--- config.mk ---
export PLATFORM = sky130hd
export DESIGN_NAME = fic_cache
export DESIGN_NICKNAME = d
export VERILOG_FILES = /design/src/fic_pkg.sv /design/src/fic_cache.sv
export SDC_FILE = /design/constraint.sdc
export NUM_CORES = 2
export LEC_CHECK = 0
export BUFFER_PORTS_ARGS = -buffer_cell sky130_fd_sc_hd__buf_2
export CAP_MARGIN = 15
export CORE_MARGIN = 2
export CORE_UTILIZATION = 40
export CTS_CLUSTER_SIZE = 24
export DETAILED_ROUTE_END_ITERATION = 16
export PLACE_DENSITY = 0.64
export SETUP_SLACK_MARGIN = 0.1
export SYNTH_ARGS = -nofsm -noshare
export SYNTH_HDL_FRONTEND = slang
export SYNTH_SLANG_ARGS = --single-unit
export TNS_END_PERCENT = 1
--- constraint.sdc ---
create_clock -name clock -period 7.7 [get_ports clock]
set_input_delay 0.77 -clock clock [delete_from_list [all_inputs] [get_ports clock]]
set_output_delay 0.77 -clock clock [all_outputs]
set_load 0.01 [all_outputs]
--- src/fic_pkg.sv ---
// Overview of operation
// cache only processor instruction fetches
// direct mapped, 128 bytes of data
// hits answered from cache RAM, no flash
// miss makes one flash fetch, slow flash
// fill on cpu miss, never hub reads
// hub reaches registers, cache RAM, flash
// disable bit 0 bypasses the cache
// log ecc status of every fill
// uncorrectable fill not written, line invalidated
// corrected address logged with valid flag
// correction interrupt when enable bit set
// failed correction address in failure register
// check every flash read, latest data
// flush bit 2 invalidates all in one cycle
// hit count high half, misses low half
// flash sleeps after threshold consecutive hits
// threshold zero sleeps flash at once
// wake-up invalidates lines, keeps registers
// reset invalidates, fills from first fetch
// fills only from flash
// software invalidates after changing flash
// counters wrap, no overflow flag
package fic_pkg;
  // ==========================================================
  // geometry
  localparam int unsigned CAPACITY_BYTES = 128;
  localparam int unsigned LINE_BYTES     = 4;
  localparam int unsigned LINES          = CAPACITY_BYTES / LINE_BYTES;
  localparam int unsigned INDEX_W        = $clog2(LINES);
  localparam int unsigned OFS_W          = $clog2(LINE_BYTES);
  localparam int unsigned TAG_W          = 32 - INDEX_W - OFS_W;
  localparam int unsigned ECC_ADDR_W     = 29;
  localparam int unsigned FLASH_MAX_WAIT = 4;
  // ==========================================================
  // hub spoke map
  localparam logic [15:0] OFS_CONTROL    = 16'h0000;
  localparam logic [15:0] OFS_CORR_LOG   = 16'h0004;
  localparam logic [15:0] OFS_ECC_FAIL   = 16'h0008;
  localparam logic [15:0] OFS_COUNTERS   = 16'h000c;
  localparam logic [15:0] RAM_BASE       = 16'h0100;
  localparam logic [15:0] FLASH_WIN_BASE = 16'h8000;
  // ==========================================================
  // fields
  localparam int unsigned CTL_DISABLE_BIT = 0;
  localparam int unsigned CTL_FLUSH_BIT   = 2;
  localparam int unsigned CTL_THR_LSB     = 8;
  localparam int unsigned THR_W           = 8;
  localparam int unsigned LOG_VALID_BIT   = 29;
  localparam int unsigned CORR_IRQ_EN_BIT = 30;
  localparam logic [7:0]  THR_RESET       = 8'h10;
  typedef enum logic [1:0] {FIC_IDLE, FIC_FILL, FIC_HUB_FLASH} fic_state_t;
endpackage

--- src/fic_cache.sv ---
`timescale 1ns/10ps
module fic_cache (
  input  wire logic        clock,
  input  wire logic        reset_n,
  input  wire logic        fetch_req,
  input  wire logic [31:0] fetch_addr,
  output logic             fetch_ready,
  output logic [31:0]      fetch_data,
  output logic             flash_req,
  output logic [31:0]      flash_addr,
  input  wire logic        flash_valid,
  input  wire logic [31:0] flash_rdata,
  input  wire logic        flash_ecc_corrected,
  input  wire logic        flash_ecc_failed,
  output logic             flash_sleep,
  input  wire logic        wake_event,
  input  wire logic        hub_sel,
  input  wire logic        hub_write,
  input  wire logic [15:0] hub_addr,
  input  wire logic [31:0] hub_wdata,
  output logic             hub_ready,
  output logic [31:0]      hub_rdata,
  output logic             correction_irq
);
  localparam int unsigned IW = fic_pkg::INDEX_W;
  localparam int unsigned OW = fic_pkg::OFS_W;
  localparam int unsigned TW = fic_pkg::TAG_W;

  // ==========================================================
  // storage and registers
  logic [31:0]              cache_ram [fic_pkg::LINES];
  logic [TW-1:0]            tag_ram   [fic_pkg::LINES];
  logic [fic_pkg::LINES-1:0] line_valid;
  fic_pkg::fic_state_t      state;
  logic                     cache_disable;
  logic [fic_pkg::THR_W-1:0] flash_sleep_hit_threshold;
  logic                     flush_pending;
  logic [fic_pkg::ECC_ADDR_W-1:0] corr_addr;
  logic                     corr_valid;
  logic                     correction_irq_enable;
  logic [fic_pkg::ECC_ADDR_W-1:0] fail_addr;
  logic                     fail_valid;
  logic [15:0]              hit_count;
  logic [15:0]              miss_count;
  logic [15:0]              seq_hits;
  logic [31:0]              req_addr;
  logic                     req_alloc;

  wire logic [IW-1:0] fetch_index = fetch_addr[OW +: IW];
  wire logic [TW-1:0] fetch_tag   = fetch_addr[31 -: TW];
  wire logic [IW-1:0] req_index   = req_addr[OW +: IW];
  wire logic [IW-1:0] hub_index   = hub_addr[OW +: IW];

  wire logic fetch_take = (state == fic_pkg::FIC_IDLE) && fetch_req && !fetch_ready;
  wire logic lookup_hit = line_valid[fetch_index] && (tag_ram[fetch_index] == fetch_tag);
  wire logic hit_now    = fetch_take && !cache_disable && lookup_hit;
  wire logic miss_now   = fetch_take && !hit_now;
  wire logic hub_flash  = hub_sel && !hub_write && !hub_ready && (hub_addr >= fic_pkg::FLASH_WIN_BASE);
  wire logic hub_take   = hub_sel && !hub_ready && !hub_flash;
  wire logic hub_fl_go  = hub_flash && (state == fic_pkg::FIC_IDLE) && !fetch_take;
  wire logic fill_done  = (state != fic_pkg::FIC_IDLE) && flash_valid;
  wire logic wr_ctl     = hub_take && hub_write && (hub_addr == fic_pkg::OFS_CONTROL);
  wire logic wr_corr    = hub_take && hub_write && (hub_addr == fic_pkg::OFS_CORR_LOG);
  wire logic wr_count   = hub_take && hub_write && (hub_addr == fic_pkg::OFS_COUNTERS);
  wire logic in_ram     = (hub_addr >= fic_pkg::RAM_BASE)
                          && (hub_addr < fic_pkg::RAM_BASE + 16'(fic_pkg::CAPACITY_BYTES));
  wire logic wr_ram     = hub_take && hub_write && in_ram;
  wire logic do_alloc   = fill_done && (state == fic_pkg::FIC_FILL) && req_alloc && !flash_ecc_failed;
  wire logic invalidate_all = flush_pending || wake_event;

  // ==========================================================
  // request sequencer: one flash access at a time, cpu first
  always_ff @(posedge clock or negedge reset_n) begin
    if (!reset_n) begin
      state     <= fic_pkg::FIC_IDLE;
      flash_req <= 1'b0;
      flash_addr <= 32'h0000_0000;
      req_addr  <= 32'h0000_0000;
      req_alloc <= 1'b0;
    end else begin
      case (state)
        fic_pkg::FIC_IDLE: begin
          if (miss_now) begin
            state      <= fic_pkg::FIC_FILL;
            flash_req  <= 1'b1;
            flash_addr <= fetch_addr;
            req_addr   <= fetch_addr;
            req_alloc  <= !cache_disable;
          end else if (hub_fl_go) begin
            state      <= fic_pkg::FIC_HUB_FLASH;
            flash_req  <= 1'b1;
            flash_addr <= {16'h0000, hub_addr - fic_pkg::FLASH_WIN_BASE};
            req_alloc  <= 1'b0;
          end
        end
        fic_pkg::FIC_FILL, fic_pkg::FIC_HUB_FLASH: begin
          // single-cycle request pulse, then wait for the flash answer
          flash_req <= 1'b0;
          if (flash_valid) begin
            state <= fic_pkg::FIC_IDLE;
          end
        end
        default: state <= fic_pkg::FIC_IDLE;
      endcase
    end
  end

  // ==========================================================
  // cpu answer
  always_ff @(posedge clock or negedge reset_n) begin
    if (!reset_n) begin
      fetch_ready <= 1'b0;
      fetch_data  <= 32'h0000_0000;
    end else begin
      fetch_ready <= hit_now || (fill_done && state == fic_pkg::FIC_FILL);
      if (hit_now) begin
        fetch_data <= cache_ram[fetch_index];
      end else if (fill_done && state == fic_pkg::FIC_FILL) begin
        fetch_data <= flash_rdata;
      end
    end
  end

  // ==========================================================
  // line state: flush, wake and reset clear every line
  always_ff @(posedge clock or negedge reset_n) begin
    if (!reset_n) begin
      line_valid <= '0;
    end else if (invalidate_all) begin
      line_valid <= '0;
    end else if (fill_done && state == fic_pkg::FIC_FILL && req_alloc) begin
      line_valid[req_index] <= !flash_ecc_failed;
    end
  end

  // tags and data carry no reset; they mean nothing while invalid
  always_ff @(posedge clock) begin
    if (do_alloc) begin
      cache_ram[req_index] <= flash_rdata;
      tag_ram[req_index]   <= req_addr[31 -: TW];
    end
    // a hub write in a fill cycle must not be lost; same word: hub wins
    if (wr_ram) begin
      cache_ram[hub_index] <= hub_wdata;
    end
  end

  // ==========================================================
  // control register; flush self-clears after acting
  always_ff @(posedge clock or negedge reset_n) begin
    if (!reset_n) begin
      cache_disable             <= 1'b0;
      flash_sleep_hit_threshold <= fic_pkg::THR_RESET;
      flush_pending             <= 1'b0;
    end else begin
      flush_pending <= wr_ctl && hub_wdata[fic_pkg::CTL_FLUSH_BIT];
      if (wr_ctl) begin
        cache_disable             <= hub_wdata[fic_pkg::CTL_DISABLE_BIT];
        flash_sleep_hit_threshold <= hub_wdata[fic_pkg::CTL_THR_LSB +: fic_pkg::THR_W];
      end
    end
  end

  // ==========================================================
  // ecc logs: every flash answer is checked, set beats software clear
  always_ff @(posedge clock or negedge reset_n) begin
    if (!reset_n) begin
      corr_addr             <= '0;
      corr_valid            <= 1'b0;
      correction_irq_enable <= 1'b0;
      fail_addr             <= '0;
      fail_valid            <= 1'b0;
      correction_irq        <= 1'b0;
    end else begin
      if (wr_corr) begin
        correction_irq_enable <= hub_wdata[fic_pkg::CORR_IRQ_EN_BIT];
      end
      if (fill_done && flash_ecc_corrected) begin
        corr_addr  <= flash_addr[fic_pkg::ECC_ADDR_W-1:0];
        corr_valid <= 1'b1;
      end else if (wr_corr && hub_wdata[fic_pkg::LOG_VALID_BIT]) begin
        corr_valid <= 1'b0;
      end
      if (fill_done && flash_ecc_failed) begin
        fail_addr  <= flash_addr[fic_pkg::ECC_ADDR_W-1:0];
        fail_valid <= 1'b1;
      end
      correction_irq <= corr_valid && correction_irq_enable;
    end
  end

  // ==========================================================
  // performance counters and flash sleep
  always_ff @(posedge clock or negedge reset_n) begin
    if (!reset_n) begin
      hit_count  <= 16'h0000;
      miss_count <= 16'h0000;
    end else if (wr_count) begin
      hit_count  <= 16'h0000;
      miss_count <= 16'h0000;
    end else begin
      hit_count  <= hit_count + 16'(hit_now);
      miss_count <= miss_count + 16'(miss_now && !cache_disable);
    end
  end

  always_ff @(posedge clock or negedge reset_n) begin
    if (!reset_n) begin
      seq_hits    <= 16'h0000;
      flash_sleep <= 1'b0;
    end else begin
      if (miss_now || invalidate_all) begin
        seq_hits <= 16'h0000;
      end else if (hit_now && seq_hits != 16'hffff) begin
        seq_hits <= seq_hits + 16'h0001;
      end
      // a pending miss or hub read always wakes the flash in the cycle its request goes out
      flash_sleep <= !miss_now && !hub_fl_go && (state == fic_pkg::FIC_IDLE)
                     && ((flash_sleep_hit_threshold == '0)
                         || (seq_hits >= 16'(flash_sleep_hit_threshold)));
    end
  end

  // ==========================================================
  // hub spoke answer
  always_ff @(posedge clock or negedge reset_n) begin
    if (!reset_n) begin
      hub_ready <= 1'b0;
      hub_rdata <= 32'h0000_0000;
    end else begin
      hub_ready <= hub_take || (fill_done && state == fic_pkg::FIC_HUB_FLASH);
      if (fill_done && state == fic_pkg::FIC_HUB_FLASH) begin
        hub_rdata <= flash_rdata;
      end else if (hub_take && !hub_write) begin
        if (in_ram) begin
          hub_rdata <= cache_ram[hub_index];
        end else begin
          case (hub_addr)
            fic_pkg::OFS_CONTROL:  hub_rdata <= {16'h0000, flash_sleep_hit_threshold, 8'h00}
                                                | 32'(cache_disable);
            fic_pkg::OFS_CORR_LOG: hub_rdata <= {1'b0, correction_irq_enable, corr_valid, corr_addr};
            fic_pkg::OFS_ECC_FAIL: hub_rdata <= {2'b00, fail_valid, fail_addr};
            fic_pkg::OFS_COUNTERS: hub_rdata <= {hit_count, miss_count};
            default:               hub_rdata <= 32'h0000_0000;
          endcase
        end
      end
    end
  end
endmodule

Yosys cells after proc, flatten, opt, wreduce, memory -nomap -nowiden --
Memory sizes are Yosys's and may differ from the RTL's. Cells that the tools add are included.
Word-level totals: register bits 287, RAM bits 1824, input bits 121, output and inout bits 101, memories 2
Memory list:
- cache_ram | words 32, width 32, read ports 2, clocked after Yosys merged registers in 0, write ports 2, RTL line fic_cache.sv:31 | logic [31:0] cache_ram [fic_pkg::LINES];
- tag_ram | words 32, width 25, read ports 1, clocked after Yosys merged registers in 0, write ports 1, RTL line fic_cache.sv:32 | logic [TW-1:0] tag_ram [fic_pkg::LINES];
Cells by class: $add $sub $neg 4, order comparisons 7, eq/ne operators 9, mux-type cells 34, bitwise operators 1, reduce and logical (&&, ||, !) cells 67
Operators by type and width (number):
- two-way mux 32 bit | 9
- case mux 32 bit (4 select lines) | 1
- two-way mux 16 bit | 4
- logical AND 1 bit | 36
- adder 16 x 1 -> 16 bit | 2
- bitwise mux 32 bit | 1
- == test 16 x 4 -> 1 bit, second input constant | 2
- == test 25 bit | 1
- adder 16 x 1 -> 16 bit, second input constant | 1
- == test 16 x 3 -> 1 bit, second input constant | 1
- greater-or-equal comparator 16 bit, second input constant | 1
- greater-or-equal comparator 16 x 8 -> 1 bit | 1
- greater-or-equal comparator 16 x 9 -> 1 bit, second input constant | 1
- zero test 16 bit | 1
- < comparator 16 x 9 -> 1 bit, second input constant | 1
- != test 16 bit, second input constant | 1
- bitwise OR 16 x 1 -> 16 bit | 1
- nonzero test 2 bit | 8
- subtractor 16 bit, second input constant | 1
- < comparator 5 x 6 -> 1 bit, second input constant | 2
- two-way mux 1 bit | 12
- zero test 1 bit | 10
- zero test 8 bit | 1
- AND reduction 2 bit | 4
- 13 further kinds | 19

Depth between registers and ports, before layout --
depth in word-level cells 11, depth in mapped cells 25, depth with buffers taken out 19

Worst setup path after synthesis --
No wires, ideal clock.
kind input port to flip-flop, start input fetch_addr[3], end register miss_count[15], setup time 0.132 ns, arrival time 4.788 ns, required time 7.568 ns, setup slack 2.780 ns, cell stages on the path 24, buffers on the path 6, path through buf_4 > buf_4 > buf_4 > buf_2 > buf_2 > mux4_2 > a32oi_1 > nand4_1 > xnor2_1 > nor4b_2 > nand4_1 > nand2_2 > buf_2 > nor2_1 > ha_1 > nand4_1 > nor2_1 > and2_1 > nand2_1 > nor2_1 > nand4_1 > or2_2 > xor2_1 > nor2_1
On the way: longest elaborated chain between the ends 9
RTL lines:
- start: declaration | RTL line fic_cache.sv:6 | input wire logic [31:0] fetch_addr,
- memory (32 x 25 bit) or binary-select mux 1 bit (select 5 bit) (tied branches)
- == test 25 bit or two-way mux 1 bit (tied branches) | RTL line fic_cache.sv:55 | wire logic lookup_hit = line_valid[fetch_index] && (tag_ram[fetch_index] == fetch_tag);
- logical AND 1 bit * | RTL line fic_cache.sv:55
- logical AND 1 bit * | RTL line fic_cache.sv:56 | wire logic hit_now = fetch_take && !cache_disable && lookup_hit;
- zero test 1 bit * | RTL line fic_cache.sv:57 | wire logic miss_now = fetch_take && !hit_now;
- logical AND 1 bit * | RTL line fic_cache.sv:57
- logical AND 1 bit * | RTL line fic_cache.sv:203 | miss_count <= miss_count + 16'(miss_now && !cache_disable);
- adder 16 x 1 -> 16 bit * | RTL line fic_cache.sv:203
- two-way mux 16 bit * | RTL line fic_cache.sv:198 | end else if (wr_count) begin
- end signal: assignment | RTL line fic_cache.sv:203
- end: declaration | RTL line fic_cache.sv:44 | logic [15:0] miss_count;
Mark *: on every way between the ends. The rest lies on a longest branch, timed or not. The select of a mux whose other input is x is not followed. A chain may end at the register's enable or synchronous reset.

==> impl_metrics.toml <==
[sta]
rsz0062_at_grt = "false"
clock_skew_ns = 0.0465
final.setup.tns_ns = 0
finalCritPeriodShare_pct = 70.3
setup_viol = 0
worstMarginPinSlew_ns = 1.32
fmax_ghz = 0.185
max_slew_margin_pct = 11.2
period_needed_ns = 5.41
hold_viol = 0
maxSlewViolCount = 0
whs_ns = 0.167
finalWorstSetupSlack_ns = 2.29

[critical_path]
crit_fanout = 34
startpoint = "hub_addr[15]"
startpoint_type = "input pin"
criticalPathCategory = "input pin to flop"
crit_arrival_ns = 5.90
timing.rr.start = "state[0]"
cp.required_ns = 8.19
endpoint_kind = "flop"

[floorplan]
io_pins = 222
rows = 186
fp.dieArea_sq_um = 262000
die_w_um = 512
die_h_um = 512
core-area_sq_um = 257000
start_util_pct = 40.2

[synthesis]
syn_nets = 6203
synth_edf_count = 1824
synth_seq_cells = 2109
netlist_area_sq_um = 103000
yosysWarnings = 0
synth_common_cells = "1,824 x edfxtp_1, 1,095 x mux2_2, 767 x mux4_2"
ys_seq_area_share_pct = 60.0
synth_flop_cell = "edfxtp_1"
post_synth.cell_area_avg_sq_um = 17.0
yosysMostFrequentCell = "edfxtp_1"
synthTopCellsByArea = "edfxtp_1 53%, mux4_2 17%, mux2_2 12%"
syn_inst = 6066
async_flop_share_pct = 13.5
synth.distinct_cells = 67
netlist.area_leader.share_pct = 53.1
yosysTopAreaCell = "edfxtp_1"

[power_and_ir_drop]
p_leak_nw = 38.5
power.share.clock_pct = 37.7
seqPwrFrac_pct = 50.8
ir_drop_v = 0.000267
finalPower_w = 0.0289
comb_power_share_pct = 11.5
p_int_w = 0.0212
p_switching_w = 0.00769
p_sw_share_pct = 26.6
pwr_density_cell_nw_per_um2 = 251

[global_routing]
antenna_found_initial = 22
grt_pass1_wl_um = 497000
grt_max_degree = 171
grt.overflow.total = 0
grt_pass1_vias = 63200
grtUsageTotal_pct = 26.9

[clock_tree]
ctsHtreeMaxLevel = 4
cts_buffers = 214
cts_tree = "yes"
clock_sinks = 2109
postCtsSetupRepairBufs = 0
cts.clk_slew.worst_paths_ns = 0.06
ctsResizeCount = 0
insertion_delay_ns = 0.88
cts_root_buffer = "clkbuf_16"
cts_hold_buffers = 1
cts_buffer_depth = 3

[routing]
remaining_drc_errors = 0
avgRoutedWirePerCell_um = 37.2
drt_iter0_drc = 9692
vias = 63300
via_per_inst = 6.57
first_pass_iters = 6
drtAntennaViolNets = 0
drt_wl_total_um = 358000

[placed_design]
portBuffers = 221
gp_congestion = 0.855
dpl_cell_area_sq_um = 108000
place_hpwl_um = 203000
place_ws_ns = 1.55

[cells_and_area]
drive_gt1_share_pct = 43.3
nets = 6189
area_growth_pct = 11.8
fillers = 22100
design_area_sq_um = 115000

[flow_run]
maxCapViolations = 0

[status]
outcome = "complete, no violations"

[hold_path]
min_from = "fetch_addr[0]"
min_path_type = "input pin to flop"
==> worst paths after layout <==
path | end | depth (start not counted) | slack (ns)
setup / recovery | cache_ram[17][20] | 7 | 2.29
hold / removal | flash_addr[0] | 3 | 0.17
setup reg to reg | cache_ram[21][12] | 10 | 2.82
hold reg to reg | flash_addr[30] | 1 | 0.50
max in group asynchronous | flash_addr[21] | 3 | 5.50
min in group asynchronous | hub_rdata[20] | 2 | 0.53
==> flip-flops by register name (all words and copies together) (netlist names), 2 cells and up <==
| name | cells |
|---|---|
| tag_ram | 800 |
| hub_rdata | 32 |
| corr_addr | 29 |
| state | 2 |
| seq_hits | 16 |
| flash_addr | 32 |
| flash_sleep_hit_threshold | 8 |
| req_addr | 30 |
| line_valid | 32 |
| cache_ram | 1024 |
| hit_count | 16 |
| fail_addr | 29 |
| miss_count | 16 |
| fetch_data | 32 |
==> kinds of logic after synthesis <==
kind of cell	after synthesis	share of synthesized area, %
muxes	1964	29.7
and+or+nand+nor	631	2.87
xor gates and xnor gates	49	0.416
DFF	2109	60.0
buffers and inverters	652	2.54
AOI/OAI and AO/OA	645	4.27
adders and majority gates	16	0.194
==> placed cells by master (no fill, tap or decap), types with 31 or more instances in the layout <==
| cell | synthesis | routed |
|---|---|---|
| a221o_1 | 32 | 32 |
| mux2_2 | 1095 | 1095 |
| buf_2 | 66 | 214 |
| clkinv_1 | 0 | 31 |
| edfxtp_1 | 1824 | 1824 |
| mux2i_1 | 95 | 95 |
| mux4_2 | 767 | 767 |
| nor2_1 | 138 | 110 |
| inv_1 | 36 | 32 |
| clkbuf_16 | 0 | 221 |
| a22oi_1 | 156 | 156 |
| dfrtp_1 | 284 | 284 |
| o21ai_1 | 34 | 34 |
| buf_4 | 16 | 152 |
| o22ai_1 | 48 | 48 |
| clkbuf_1 | 471 | 56 |
| a21oi_1 | 71 | 71 |
| nand3_1 | 53 | 52 |
| nand2_1 | 259 | 217 |
| clkinv_2 | 0 | 42 |
| o21ai_0 | 125 | 117 |
==> critical path: stages <==
cell,delay (ns)
buf_2,0.14
or4_1,0.51
nor2_1,0.36
nand2_2,0.74
nor3_2,1.32
nand2_4,0.93
nand2_4,1.02
==> stage by stage <==
step	cells	util, %
global placement	9217	42.1
CTS	9625	44.9
detailed placement	9218	42.1
global route	9626	44.9
floorplan	6066	-
finish	9632	44.9
==> power by group through the flow <==
| stage | Clock (W) | Sequential (W) | Combinational [W] |
|---|---|---|---|
| global placement | 0 | 0.0148 | 0.00325 |
| global route | 0.0114 | 0.0148 | 0.00350 |
| floorplan | 0 | 0.0145 | 0.00191 |
| detailed placement | 0 | 0.0149 | 0.00331 |
| CTS | 0.0110 | 0.0147 | 0.00332 |
| finish | 0.0109 | 0.0147 | 0.00333 |
==> layout make-up <==
cell class,count,area (sq um),area share [%]
inverters,36,141,0.123
well taps,3384,4230,3.67
clock buffers,294,5970,5.18
repair buffers,386,2580,2.24
clock inverters,112,1260,1.09
flip-flops and latches,2109,61900,53.7
diodes,6,15.0,0.0130
multi-input cells,3305,39200,34.0
==> layer usage <==
layer	part of all wire, %	up-vias	track usage [%]
li1	-	24700	-
met1	37	33500	35.1
met2	46	4115	41.6
met3	11	946	7.22
met4	5.5	18	12.8
met5	0.046	-	0
Power figures use the tool's default switching activity.
